===== src/design/swd_defs.svh =====
// Purpose: named constants of the software watchdog
// Assumes: 40 MHz aclk, AXI4-Lite register access
// Notes:   offsets are byte addresses of aligned 32-bit words
`ifndef SWD_DEFS_SVH
`define SWD_DEFS_SVH

// ****************************************
// bus and register map
// ****************************************
`define SWD_ADDR_W       8
`define SWD_DATA_W       32
`define SWD_OFF_OPT      8'h00
`define SWD_OFF_OPT2     8'h04
`define SWD_OFF_RSTAT    8'h08
`define SWD_OFF_ISTAT    8'h0C
`define SWD_OFF_IMASK    8'h10
`define SWD_OFF_COUNT    8'h14
`define SWD_RESP_OKAY    2'h0
`define SWD_RESP_SLVERR  2'h2

// ****************************************
// field positions and reset values
// ****************************************
`define SWD_BIT_EN       0
`define SWD_BIT_TSEL     1
`define SWD_BIT_CSEL     0
`define SWD_BIT_RS_WDOG  5
`define SWD_BIT_RS_POR   7
`define SWD_IRQ_OVF      0
`define SWD_IRQ_SVC      1
`define SWD_IRQ_W        2
`define SWD_RST_EN       1'h1
`define SWD_RST_TSEL     1'h1
`define SWD_RST_CSEL     1'h1

// ****************************************
// counter and timing
// ****************************************
`define SWD_CNT_W        19
`define SWD_LIM_KHZ_SH   19'h00020
`define SWD_LIM_KHZ_LG   19'h00100
`define SWD_LIM_BUS_SH   19'h02000
`define SWD_LIM_BUS_LG   19'h40000
`define SWD_CLK_HZ       40000000
`define SWD_TICK_HZ      1000
`define SWD_TICK_W       16

`endif


===== src/design/swd_pkg.sv =====
// Purpose: state types of the software watchdog
// Assumes: swd_defs.svh supplies the widths
// Notes:   one packed struct per module
`include "swd_defs.svh"

package swd_pkg;

   // ****************************************
   // register, bus, counter and tick state
   // ****************************************
   typedef struct packed {
      logic                     aw_held;
      logic [`SWD_ADDR_W-1:0]   aw_addr;
      logic                     w_held;
      logic [`SWD_DATA_W-1:0]   w_data;
      logic                     w_strb0;
      logic                     bvalid;
      logic [1:0]               bresp;
      logic                     rvalid;
      logic [`SWD_DATA_W-1:0]   rdata;
      logic [1:0]               rresp;
      logic                     opt_en;
      logic                     opt_tsel;
      logic                     opt_lock;
      logic                     opt_csel;
      logic                     opt2_lock;
      logic                     rs_wdog;
      logic                     rs_por;
      logic [`SWD_IRQ_W-1:0]    int_st;
      logic [`SWD_IRQ_W-1:0]    int_mask;
      logic                     sys_reset_req;
      logic                     irq;
   } swd_main_t;

   typedef struct packed {
      logic [`SWD_CNT_W-1:0]    count;
   } swd_cnt_t;

   typedef struct packed {
      logic [`SWD_TICK_W-1:0]   div;
      logic                     tick;
   } swd_tick_t;

endpackage


===== src/design/swd_tick.sv =====
// Purpose: internal 1 kHz tick from the bus clock
// Assumes: aclk at 40 MHz
// Notes:   TICK_DIV may be shortened in simulation
`timescale 1ns/1ps
`include "swd_defs.svh"

module swd_tick
   import swd_pkg::*;
#(
   parameter int TICK_DIV = `SWD_CLK_HZ / `SWD_TICK_HZ
) (
   input  wire logic aclk,
   input  wire logic aresetn,
   output logic      tick
);

   swd_tick_t st;
   swd_tick_t next_st;

   // ****************************************
   // free running divider
   // ****************************************
   always_comb begin
      next_st      = st;
      next_st.tick = 1'b0;
      if (st.div == `SWD_TICK_W'(TICK_DIV - 1)) begin
         next_st.div  = '0;
         next_st.tick = 1'b1;
      end else begin
         next_st.div = st.div + `SWD_TICK_W'(1);
      end
   end

   always_ff @(posedge aclk) begin
      if (!aresetn) begin
         st <= '0;
      end else begin
         st <= next_st;
      end
   end

   assign tick = st.tick;

endmodule // swd_tick


===== src/design/swd_counter.sv =====
// Purpose: watchdog counter with selectable clock and overflow
// Assumes: tick_1khz is a one-cycle pulse
// Notes:   overflow is combinational, one cycle per timeout
`timescale 1ns/1ps
`include "swd_defs.svh"

module swd_counter
   import swd_pkg::*;
(
   input  wire logic                  aclk,
   input  wire logic                  aresetn,
   input  wire logic                  enable,
   input  wire logic                  restart,
   input  wire logic                  debug_mode,
   input  wire logic                  stop_mode,
   input  wire logic                  clk_sel,
   input  wire logic                  tout_sel,
   input  wire logic                  tick_1khz,
   output logic [`SWD_CNT_W-1:0]      count,
   output logic                       overflow
);

   swd_cnt_t st;
   swd_cnt_t next_st;
   logic     inc;
   logic     clr;

   function automatic logic [`SWD_CNT_W-1:0] ovf_limit(input logic csel, input logic tsel);
      if (csel) begin
         ovf_limit = tsel ? `SWD_LIM_BUS_LG : `SWD_LIM_BUS_SH;
      end else begin
         ovf_limit = tsel ? `SWD_LIM_KHZ_LG : `SWD_LIM_KHZ_SH;
      end
   endfunction

   // ****************************************
   // count control
   // ****************************************
   always_comb begin
      clr      = !enable || (!clk_sel && stop_mode);
      inc      = !debug_mode && !stop_mode && (clk_sel || tick_1khz);
      overflow = enable && !clr && inc && !restart
                 && (st.count == ovf_limit(clk_sel, tout_sel) - `SWD_CNT_W'(1));
      next_st  = st;
      if (restart || clr || overflow) begin
         next_st.count = '0;
      end else if (inc) begin
         next_st.count = st.count + `SWD_CNT_W'(1);
      end
   end

   always_ff @(posedge aclk) begin
      if (!aresetn) begin
         st <= '0;
      end else begin
         st <= next_st;
      end
   end

   assign count = st.count;

   a_debug_hold: assert property (@(posedge aclk) disable iff (!aresetn)
      (debug_mode && !restart && !clr) |=> $stable(count)) else $error("count moved in debug");
   a_stop_hold: assert property (@(posedge aclk) disable iff (!aresetn)
      (stop_mode && clk_sel && enable && !restart) |=> $stable(count)) else $error("count moved in stop");
   a_stop_clear: assert property (@(posedge aclk) disable iff (!aresetn)
      (stop_mode && !clk_sel) |=> (count == '0)) else $error("count not cleared in stop");
   a_count_step: assert property (@(posedge aclk) disable iff (!aresetn)
      (inc && !clr && !restart && !overflow) |=> (count == $past(count) + `SWD_CNT_W'(1)))
      else $error("count did not step");

endmodule // swd_counter


===== src/design/swd_watchdog.sv =====
// Purpose: software watchdog with AXI4-Lite registers
// Assumes: aclk 40 MHz, synchronous active low aresetn
// Notes:   overflow acts as an internal reset of the options
`timescale 1ns/1ps
`include "swd_defs.svh"

module swd_watchdog
   import swd_pkg::*;
#(
   parameter int TICK_DIV = `SWD_CLK_HZ / `SWD_TICK_HZ
) (
   input  wire logic                     aclk,
   input  wire logic                     aresetn,
   input  wire logic [`SWD_ADDR_W-1:0]   s_axi_awaddr,
   input  wire logic                     s_axi_awvalid,
   output logic                          s_axi_awready,
   input  wire logic [`SWD_DATA_W-1:0]   s_axi_wdata,
   input  wire logic [3:0]               s_axi_wstrb,
   input  wire logic                     s_axi_wvalid,
   output logic                          s_axi_wready,
   output logic [1:0]                    s_axi_bresp,
   output logic                          s_axi_bvalid,
   input  wire logic                     s_axi_bready,
   input  wire logic [`SWD_ADDR_W-1:0]   s_axi_araddr,
   input  wire logic                     s_axi_arvalid,
   output logic                          s_axi_arready,
   output logic [`SWD_DATA_W-1:0]        s_axi_rdata,
   output logic [1:0]                    s_axi_rresp,
   output logic                          s_axi_rvalid,
   input  wire logic                     s_axi_rready,
   input  wire logic                     debug_mode,
   input  wire logic                     stop_mode,
   output logic                          sys_reset_req,
   output logic                          irq
);

   swd_main_t                st;
   swd_main_t                next_st;
   logic                     wr_go;
   logic                     rd_go;
   logic                     restart;
   logic                     ovf;
   logic                     tick_1khz;
   logic [`SWD_CNT_W-1:0]    count;
   logic [`SWD_IRQ_W-1:0]    events;

   // ****************************************
   // address decode
   // ****************************************
   function automatic logic is_mapped(input logic [`SWD_ADDR_W-1:0] a);
      is_mapped = (a == `SWD_OFF_OPT)   || (a == `SWD_OFF_OPT2)
               || (a == `SWD_OFF_RSTAT) || (a == `SWD_OFF_ISTAT)
               || (a == `SWD_OFF_IMASK) || (a == `SWD_OFF_COUNT);
   endfunction

   function automatic logic [`SWD_DATA_W-1:0] read_word(input logic [`SWD_ADDR_W-1:0] a,
                                                        input swd_main_t s,
                                                        input logic [`SWD_CNT_W-1:0] c);
      read_word = '0;
      unique case (a)
         `SWD_OFF_OPT: begin
            read_word[`SWD_BIT_EN]   = s.opt_en;
            read_word[`SWD_BIT_TSEL] = s.opt_tsel;
         end
         `SWD_OFF_OPT2: begin
            read_word[`SWD_BIT_CSEL] = s.opt_csel;
         end
         `SWD_OFF_RSTAT: begin
            read_word[`SWD_BIT_RS_WDOG] = s.rs_wdog;
            read_word[`SWD_BIT_RS_POR]  = s.rs_por;
         end
         `SWD_OFF_ISTAT: begin
            read_word[`SWD_IRQ_W-1:0] = s.int_st;
         end
         `SWD_OFF_IMASK: begin
            read_word[`SWD_IRQ_W-1:0] = s.int_mask;
         end
         `SWD_OFF_COUNT: begin
            read_word[`SWD_CNT_W-1:0] = c;
         end
         default: begin
            read_word = '0;
         end
      endcase
   endfunction

   // ****************************************
   // tick source and counter
   // ****************************************
   swd_tick #(
      .TICK_DIV (TICK_DIV)
   ) u_tick (
      .aclk    (aclk),
      .aresetn (aresetn),
      .tick    (tick_1khz)
   );

   swd_counter u_counter (
      .aclk       (aclk),
      .aresetn    (aresetn),
      .enable     (st.opt_en),
      .restart    (restart),
      .debug_mode (debug_mode),
      .stop_mode  (stop_mode),
      .clk_sel    (st.opt_csel),
      .tout_sel   (st.opt_tsel),
      .tick_1khz  (tick_1khz),
      .count      (count),
      .overflow   (ovf)
   );

   // ****************************************
   // bus handshakes
   // ****************************************
   assign s_axi_awready = !st.aw_held && !st.bvalid;
   assign s_axi_wready  = !st.w_held && !st.bvalid;
   assign s_axi_arready = !st.rvalid;
   assign s_axi_bvalid  = st.bvalid;
   assign s_axi_bresp   = st.bresp;
   assign s_axi_rvalid  = st.rvalid;
   assign s_axi_rdata   = st.rdata;
   assign s_axi_rresp   = st.rresp;
   assign sys_reset_req = st.sys_reset_req;
   assign irq           = st.irq;

   assign wr_go   = st.aw_held && st.w_held;
   assign rd_go   = s_axi_arvalid && !st.rvalid;
   assign restart = wr_go && ((st.aw_addr == `SWD_OFF_RSTAT)
                           || (st.aw_addr == `SWD_OFF_OPT && !st.opt_lock)
                           || (st.aw_addr == `SWD_OFF_OPT2 && !st.opt2_lock));

   // ****************************************
   // next state
   // ****************************************
   always_comb begin
      next_st = st;
      next_st.sys_reset_req = 1'b0;
      events = '0;
      events[`SWD_IRQ_OVF] = ovf;
      events[`SWD_IRQ_SVC] = wr_go && (st.aw_addr == `SWD_OFF_RSTAT);

      // write address and data, either order
      if (s_axi_awvalid && s_axi_awready) begin
         next_st.aw_held = 1'b1;
         next_st.aw_addr = s_axi_awaddr;
      end
      if (s_axi_wvalid && s_axi_wready) begin
         next_st.w_held  = 1'b1;
         next_st.w_data  = s_axi_wdata;
         next_st.w_strb0 = s_axi_wstrb[0];
      end
      if (st.bvalid && s_axi_bready) begin
         next_st.bvalid = 1'b0;
      end

      if (wr_go) begin
         next_st.aw_held = 1'b0;
         next_st.w_held  = 1'b0;
         next_st.bvalid  = 1'b1;
         next_st.bresp   = is_mapped(st.aw_addr) ? `SWD_RESP_OKAY : `SWD_RESP_SLVERR;
         if (st.aw_addr == `SWD_OFF_OPT && !st.opt_lock) begin
            next_st.opt_lock = 1'b1;
            if (st.w_strb0) begin
               next_st.opt_en   = st.w_data[`SWD_BIT_EN];
               next_st.opt_tsel = st.w_data[`SWD_BIT_TSEL];
            end
         end
         if (st.aw_addr == `SWD_OFF_OPT2 && !st.opt2_lock) begin
            next_st.opt2_lock = 1'b1;
            if (st.w_strb0) begin
               next_st.opt_csel = st.w_data[`SWD_BIT_CSEL];
            end
         end
         if (st.aw_addr == `SWD_OFF_IMASK && st.w_strb0) begin
            next_st.int_mask = st.w_data[`SWD_IRQ_W-1:0];
         end
      end

      // read channel, interrupt status cleared by its read
      if (st.rvalid && s_axi_rready) begin
         next_st.rvalid = 1'b0;
      end
      if (rd_go) begin
         next_st.rvalid = 1'b1;
         next_st.rdata  = read_word(s_axi_araddr, st, count);
         next_st.rresp  = is_mapped(s_axi_araddr) ? `SWD_RESP_OKAY : `SWD_RESP_SLVERR;
         if (s_axi_araddr == `SWD_OFF_ISTAT) begin
            next_st.int_st = '0;
         end
      end
      next_st.int_st = next_st.int_st | events;

      // watchdog timeout acts as a reset of the options
      if (ovf) begin
         next_st.sys_reset_req = 1'b1;
         next_st.rs_wdog   = 1'b1;
         next_st.rs_por    = 1'b0;
         next_st.opt_en    = `SWD_RST_EN;
         next_st.opt_tsel  = `SWD_RST_TSEL;
         next_st.opt_csel  = `SWD_RST_CSEL;
         next_st.opt_lock  = 1'b0;
         next_st.opt2_lock = 1'b0;
      end
      next_st.irq = |(next_st.int_st & next_st.int_mask);
   end

   // ****************************************
   // state register
   // ****************************************
   always_ff @(posedge aclk) begin
      if (!aresetn) begin
         st          <= '0;
         st.opt_en   <= `SWD_RST_EN;
         st.opt_tsel <= `SWD_RST_TSEL;
         st.opt_csel <= `SWD_RST_CSEL;
         st.rs_por   <= 1'b1;
         st.bresp    <= `SWD_RESP_OKAY;
         st.rresp    <= `SWD_RESP_OKAY;
      end else begin
         st <= next_st;
      end
   end

   // ****************************************
   // checks
   // ****************************************
   a_reset_enable: assert property (@(posedge aclk) disable iff (!aresetn)
      (st.sys_reset_req || $rose(aresetn)) |-> st.opt_en) else $error("enable not set after reset");
   a_disabled_quiet: assert property (@(posedge aclk) disable iff (!aresetn)
      (!st.opt_en) |=> !st.sys_reset_req) else $error("timeout while disabled");
   a_service_zero: assert property (@(posedge aclk) disable iff (!aresetn)
      restart |=> (count == '0)) else $error("service did not zero counter");
   a_status_kept: assert property (@(posedge aclk) disable iff (!aresetn)
      (restart && !ovf) |=> ($stable(st.rs_wdog) && $stable(st.rs_por))) else $error("status changed by service");
   a_default_cfg: assert property (@(posedge aclk) disable iff (!aresetn)
      $rose(aresetn) |-> (st.opt_csel && st.opt_tsel)) else $error("wrong default config");
   a_timeout_reset: assert property (@(posedge aclk) disable iff (!aresetn)
      ovf |=> (st.sys_reset_req ##1 !st.sys_reset_req)) else $error("no reset pulse on timeout");
   a_lock_write: assert property (@(posedge aclk) disable iff (!aresetn)
      (wr_go && st.opt_lock && st.aw_addr == `SWD_OFF_OPT && !ovf)
      |=> ($stable(st.opt_en) && $stable(st.opt_tsel))) else $error("locked option changed");
   a_first_restart: assert property (@(posedge aclk) disable iff (!aresetn)
      (wr_go && st.aw_addr == `SWD_OFF_OPT2 && !st.opt2_lock) |=> (count == '0 && st.opt2_lock))
      else $error("first option write did not restart");
   a_wdog_status: assert property (@(posedge aclk) disable iff (!aresetn)
      ovf |=> (st.rs_wdog && !st.rs_por)) else $error("watchdog reset not recorded");

   // ****************************************
   // counter, option and status checks
   // ****************************************
   a_opt_first: assert property (@(posedge aclk) disable iff (!aresetn)
      (wr_go && st.aw_addr == `SWD_OFF_OPT && !st.opt_lock) |=> (count == '0 && st.opt_lock))
      else $error("first enable write did not restart");
   a_opt2_locked: assert property (@(posedge aclk) disable iff (!aresetn)
      (wr_go && st.opt2_lock && st.aw_addr == `SWD_OFF_OPT2 && !ovf) |=> $stable(st.opt_csel))
      else $error("locked clock select changed");
   a_ovf_enabled: assert property (@(posedge aclk) disable iff (!aresetn)
      ovf |-> st.opt_en)
      else $error("overflow while disabled");
   a_count_quiet: assert property (@(posedge aclk) disable iff (!aresetn)
      (!st.opt_en) |=> (count == '0))
      else $error("counter moved while disabled");
   a_debug_no_ovf: assert property (@(posedge aclk) disable iff (!aresetn)
      debug_mode |-> !ovf)
      else $error("overflow in debug");
   a_stop_no_ovf: assert property (@(posedge aclk) disable iff (!aresetn)
      stop_mode |-> !ovf)
      else $error("overflow in stop");
   a_bus_limit: assert property (@(posedge aclk) disable iff (!aresetn)
      (ovf && st.opt_csel)
      |-> (count == ((st.opt_tsel ? `SWD_LIM_BUS_LG : `SWD_LIM_BUS_SH) - `SWD_CNT_W'(1))))
      else $error("bus clock overflow at wrong count");
   a_khz_limit: assert property (@(posedge aclk) disable iff (!aresetn)
      (ovf && !st.opt_csel)
      |-> (count == ((st.opt_tsel ? `SWD_LIM_KHZ_LG : `SWD_LIM_KHZ_SH) - `SWD_CNT_W'(1))))
      else $error("tick clock overflow at wrong count");
   a_khz_hold: assert property (@(posedge aclk) disable iff (!aresetn)
      (!st.opt_csel && st.opt_en && !stop_mode && !tick_1khz && !restart) |=> $stable(count))
      else $error("count moved without tick");
   a_bus_step: assert property (@(posedge aclk) disable iff (!aresetn)
      (st.opt_csel && st.opt_en && !stop_mode && !debug_mode && !restart && !ovf)
      |=> (count == $past(count) + `SWD_CNT_W'(1))) else $error("count missed a bus cycle");
   a_reset_defaults: assert property (@(posedge aclk) disable iff (!aresetn)
      st.sys_reset_req |-> (st.opt_csel && st.opt_tsel && !st.opt_lock && !st.opt2_lock))
      else $error("options not restored by timeout");
   a_por_status: assert property (@(posedge aclk) disable iff (!aresetn)
      $rose(aresetn) |-> (st.rs_por && !st.rs_wdog))
      else $error("wrong reset status after reset");
   a_svc_event: assert property (@(posedge aclk) disable iff (!aresetn)
      (wr_go && st.aw_addr == `SWD_OFF_RSTAT) |=> st.int_st[`SWD_IRQ_SVC])
      else $error("service event not recorded");

endmodule // swd_watchdog


===== config.mk =====
export PLATFORM = sky130hd
export DESIGN_NAME = swd_watchdog
export DESIGN_NICKNAME = d
export VERILOG_FILES = /design/src/design/swd_pkg.sv /design/src/design/swd_tick.sv /design/src/design/swd_counter.sv /design/src/design/swd_watchdog.sv
export VERILOG_INCLUDE_DIRS = /design/src /design/src/design
export SDC_FILE = /design/constraint.sdc
export NUM_CORES = 1
export LEC_CHECK = 0
export ABC_AREA = 1
export BUFFER_PORTS_ARGS = -buffer_cell sky130_fd_sc_hd__buf_2
export CAP_MARGIN = 20
export CORE_MARGIN = 2
export CORE_UTILIZATION = 49
export CTS_BUF_LIST = sky130_fd_sc_hd__clkbuf_16
export CTS_CLUSTER_SIZE = 16
export DETAILED_ROUTE_END_ITERATION = 6
export PLACE_DENSITY = 0.74
export SETUP_SLACK_MARGIN = 0.02
export SLEW_MARGIN = 20
export SYNTH_ARGS = -nofsm -noshare
export SYNTH_HDL_FRONTEND = slang
export SYNTH_SLANG_ARGS = --single-unit

===== constraint.sdc =====
create_clock -name aclk -period 1.9 [get_ports aclk]
set_input_delay 0.38 -clock aclk [delete_from_list [all_inputs] [get_ports aclk]]
set_output_delay 0.38 -clock aclk [all_outputs]
set_load 0.02 [all_outputs]

==> summary.md <==
| Metric | Value |
|---|---|
| FF-to-FF End | `irq` |
| Cells after Synth | `612` |
| Fillers | `775` |
| Fin crit share | `0.9311` |
| CP Class | `reg -> reg` |
| Reg power frac | `0.458` |
| CP Data Required Time | `2.18 ns` |
| Highest Clock Rate | `565.3 MHz` |
| Setup TNS | `0 ns` |
| Avg Vias per Cell | `5.066` |
| Commonest non-fill, non-tap cell in the layout | `nand2_1` |
| Postcts setup bufs | `0` |
| Max Slew Vio Count | `0` |
| Avg Inst Size Synth | `6.912 um2` |
| Clock slew at reported path FFs | `0.06 ns` |
| Grt ovf | `0` |
| Net Sw Frac | `0.2420` |
| Total die area | `9393 um2` |
| Pre-CTS setup slack | `0.05060 ns` |
| Placer Congestion | `0.8911` |
| Slew @ Worst Pin | `0.5171 ns` |
| Rel. slew slack | `0.6521` |
| R2R Path Start | `u_counter.count[1]` |
| Die Ht | `96.92 um` |
| CP Capture Type | `flip-flop` |
| Fin Clk Skew | `0.006453 ns` |
| Maxcap violations | `0` |
| Yosys warns | `0` |
| Yosys cell types | `34` |
| CP delay by family, top | `simple AND/OR/NAND/NOR gates` |
| Most Frequent Cell on Critical Path | `nand2_1` |
| VDD IR max | `0.0005862 V` |
| Clock tree sinks | `85` |
| Worst-path cell chain | `ha_1, nand2_1, inv_1, nand4_1, nor2_2, nand3_4, buf_12, nand2_1, nand3_1, nand2_1` |
| Power per standard cell area | `855.7 nW/um2` |
| Gr usage total | `0.1956` |
| Layout area overhead | `13.81%` |
| Hold wc startpoint | `s_axi_bready` |
| DRC viols | `0` |
| Vias | `3,860` |
| Final worst slack | `0.1310 ns` |
| Worst Reg-to-Reg Cells | `10` |
| CP max stage cell | `dfxtp_1` |
| Register area share after synthesis | `0.4022` |
| Routed Antenna Nets | `0` |
| Placed cell area | `4461 um2` |
| Unrepaired setup endpoints after global routing | `no` |
| First-pass GRT wire length | `15.35 mm` |
| Clk Latency, worst-skew pair | `0.33 ns` |
| Largest net degree at the start of global routing | `36` |
| Cell Area, Synth | `4230 um2` |
| Outcome | `complete, no violations` |
| Worst setup SP type | `flip-flop` |
| Initial Util | `0.5097` |
| Int Power | `3.123 mW` |
| I/O pin count | `104` |
| Detail Placement HPWL | `6.440 mm` |
| Main flop type after synthesis | `dfxtp_1` |
| Die width | `96.92 um` |
| Vias in the first global route | `3,623` |
| Post-route design area | `4815 um2` |
| Sw Pwr | `0.9970 mW` |
| Final core occ | `0.5801` |
| Max Fanout on Critical Path | `7` |
| Hold endpoint | `s_axi_bvalid` |
| CTS tree | `yes` |
| Hold Fails Final Rpt | `0` |
| DR WL/cell | `12.43 um` |
| WP data arrival | `2.05 ns` |
| #FFs+latches synth | `85` |
| Synth async-reset ratio | `0` |
| TritonRoute pass-1 iters | `5` |
| Clk pwr share | `0.444` |
| Static Leakage | `2.068 nW` |
| Final setup fails | `0` |
| Inst Count DP | `745` |
| Drt total wl | `9.469 mm` |
| Most frequent cells in the layout | `nand2_1 (125), nor2_1 (102), dfxtp_1 (85)` |
| HP Class | `in -> reg` |
| Max clock buf depth | `2` |
| Drt initial violations | `177` |
| Share of cells above drive strength 1 | `0.1507` |
| Initial antenna violation count | `0` |
| Crit path largest cell delay | `0.41 ns` |
| Tmin final | `1.769 ns` |
| CTS H-tree lvls | `3` |
| Ant. Diodes | `0` |
| Cell row count | `33` |
| Gate power share | `0.097` |
| Layout net count | `716` |
| CTS Buf Count | `9` |
| Worst reg2reg setup slack | `0.13 ns` |
| Final Power | `4.120 mW` |
| Core Footprint | `8299 um2` |
| Layout Cells excl Fill | `762` |
| Buf/Inv on CP | `2` |
| Worst Hold Slack | `0.2305 ns` |
| # hold bufs at CTS | `0` |
| IO buf count | `55` |
| Hold Crit Depth | `2` |
| Number of synthesized flops with an enable pin | `0` |
| CTS Root Cell | `clkbuf_16` |
metal layers:
layer / global-route usage / wire [um] / vias up
met5: 0 / 0 / -
met4: 0.07584 / 199 / 0
met1: 0.2323 / 4132 / 1743
met2: 0.3365 / 4576 / 128
li1: - / - / 1970
met3: 0.05202 / 560 / 19
cell usage after synthesis, drive strengths merged, types with 7 or more instances:
master    n  area share
a21oi    39       0.046
buf      40       0.072
clkbuf   11       0.012
dfxtp    85        0.40
inv      72       0.064
nand2   127        0.11
nand3    29       0.040
nand4    10       0.015
nor2    107       0.097
nor3     14       0.018
o21ai    39       0.046
xnor2     7       0.014
xor2     11       0.023
cell families (layout without fill, tap and decap cells):
kind of cell             Yosys count  after routing  synth area share
AND/OR/NAND/NOR                  296            297            0.2987
flip-flops                        85             85            0.4022
AO/OA/AOI/OAI                     86             86            0.1065
adder cells (fa/ha/maj)            2              2          0.005914
other                              1             15         0.0008865
XOR/XNOR                          18             18           0.03727
buffers and inverters            124            154            0.1485
how the worst max path moves through the flow:
| stage | start | end | cells past startpoint |
|---|---|---|---|
| after global placement | u_tick.st[1] | u_tick.st[4] | 10 |
| after CTS | u_tick.st[1] | u_tick.st[3] | 10 |
| after global routing | u_tick.st[1] | u_tick.st[8] | 10 |
| after detailed placement | u_tick.st[1] | u_tick.st[3] | 10 |
| final | u_counter.count[1] | irq | 10 |
| after floorplan | u_counter.count[0] | u_counter.count[11] | 9 |
layout make-up:
type,count,area [um2],share of cell area
Tap cell,105,131.4,0.02729
Inverter,73,274.0,0.05691
Multi-Input combinational cell,418,1986,0.4124
Clock inverter,6,88.84,0.01845
Timing Repair inverter,1,7.507,0.001559
Clock buffer,9,225.2,0.04678
Timing Repair Buffer,65,400.4,0.08316
Sequential cell,85,1702,0.3534
registers in the layout, indices dropped and copies added (netlist names):
register,cells
st,24
s_axi_rdata,19
u_counter.count,19
u_tick.st,16
irq,1
s_axi_bresp,1
s_axi_bvalid,1
s_axi_rresp,1
s_axi_rvalid,1
sys_reset_req,1
u_tick.tick,1
worst reg2reg max path, delay by kind of cell, from the launching register on:
family                     cells  cell delay [ns]
buffers and inverters          2             0.29
adders and majority gates      1             0.25
DFF                            1             0.41
and+or+nand+nor                7             0.76
what timing repair did:
action                                  CTS  global route
endpoints found under the setup margin    0            23
endpoints found under the hold margin     0             0
gates resized for setup                   0             8
power groups by stage:
| stage | Sequential, mW | Combinational (mW) | Clock [mW] |
|---|---|---|---|
| floorplan | 1.92 | 0.329 | 0 |
| global placement | 1.93 | 0.382 | 0 |
| detailed placement | 1.93 | 0.391 | 0 |
| CTS | 1.89 | 0.395 | 1.87 |
| global route | 1.90 | 0.445 | 1.94 |
| finish | 1.89 | 0.401 | 1.83 |
Power figures use the tool's default switching activity.
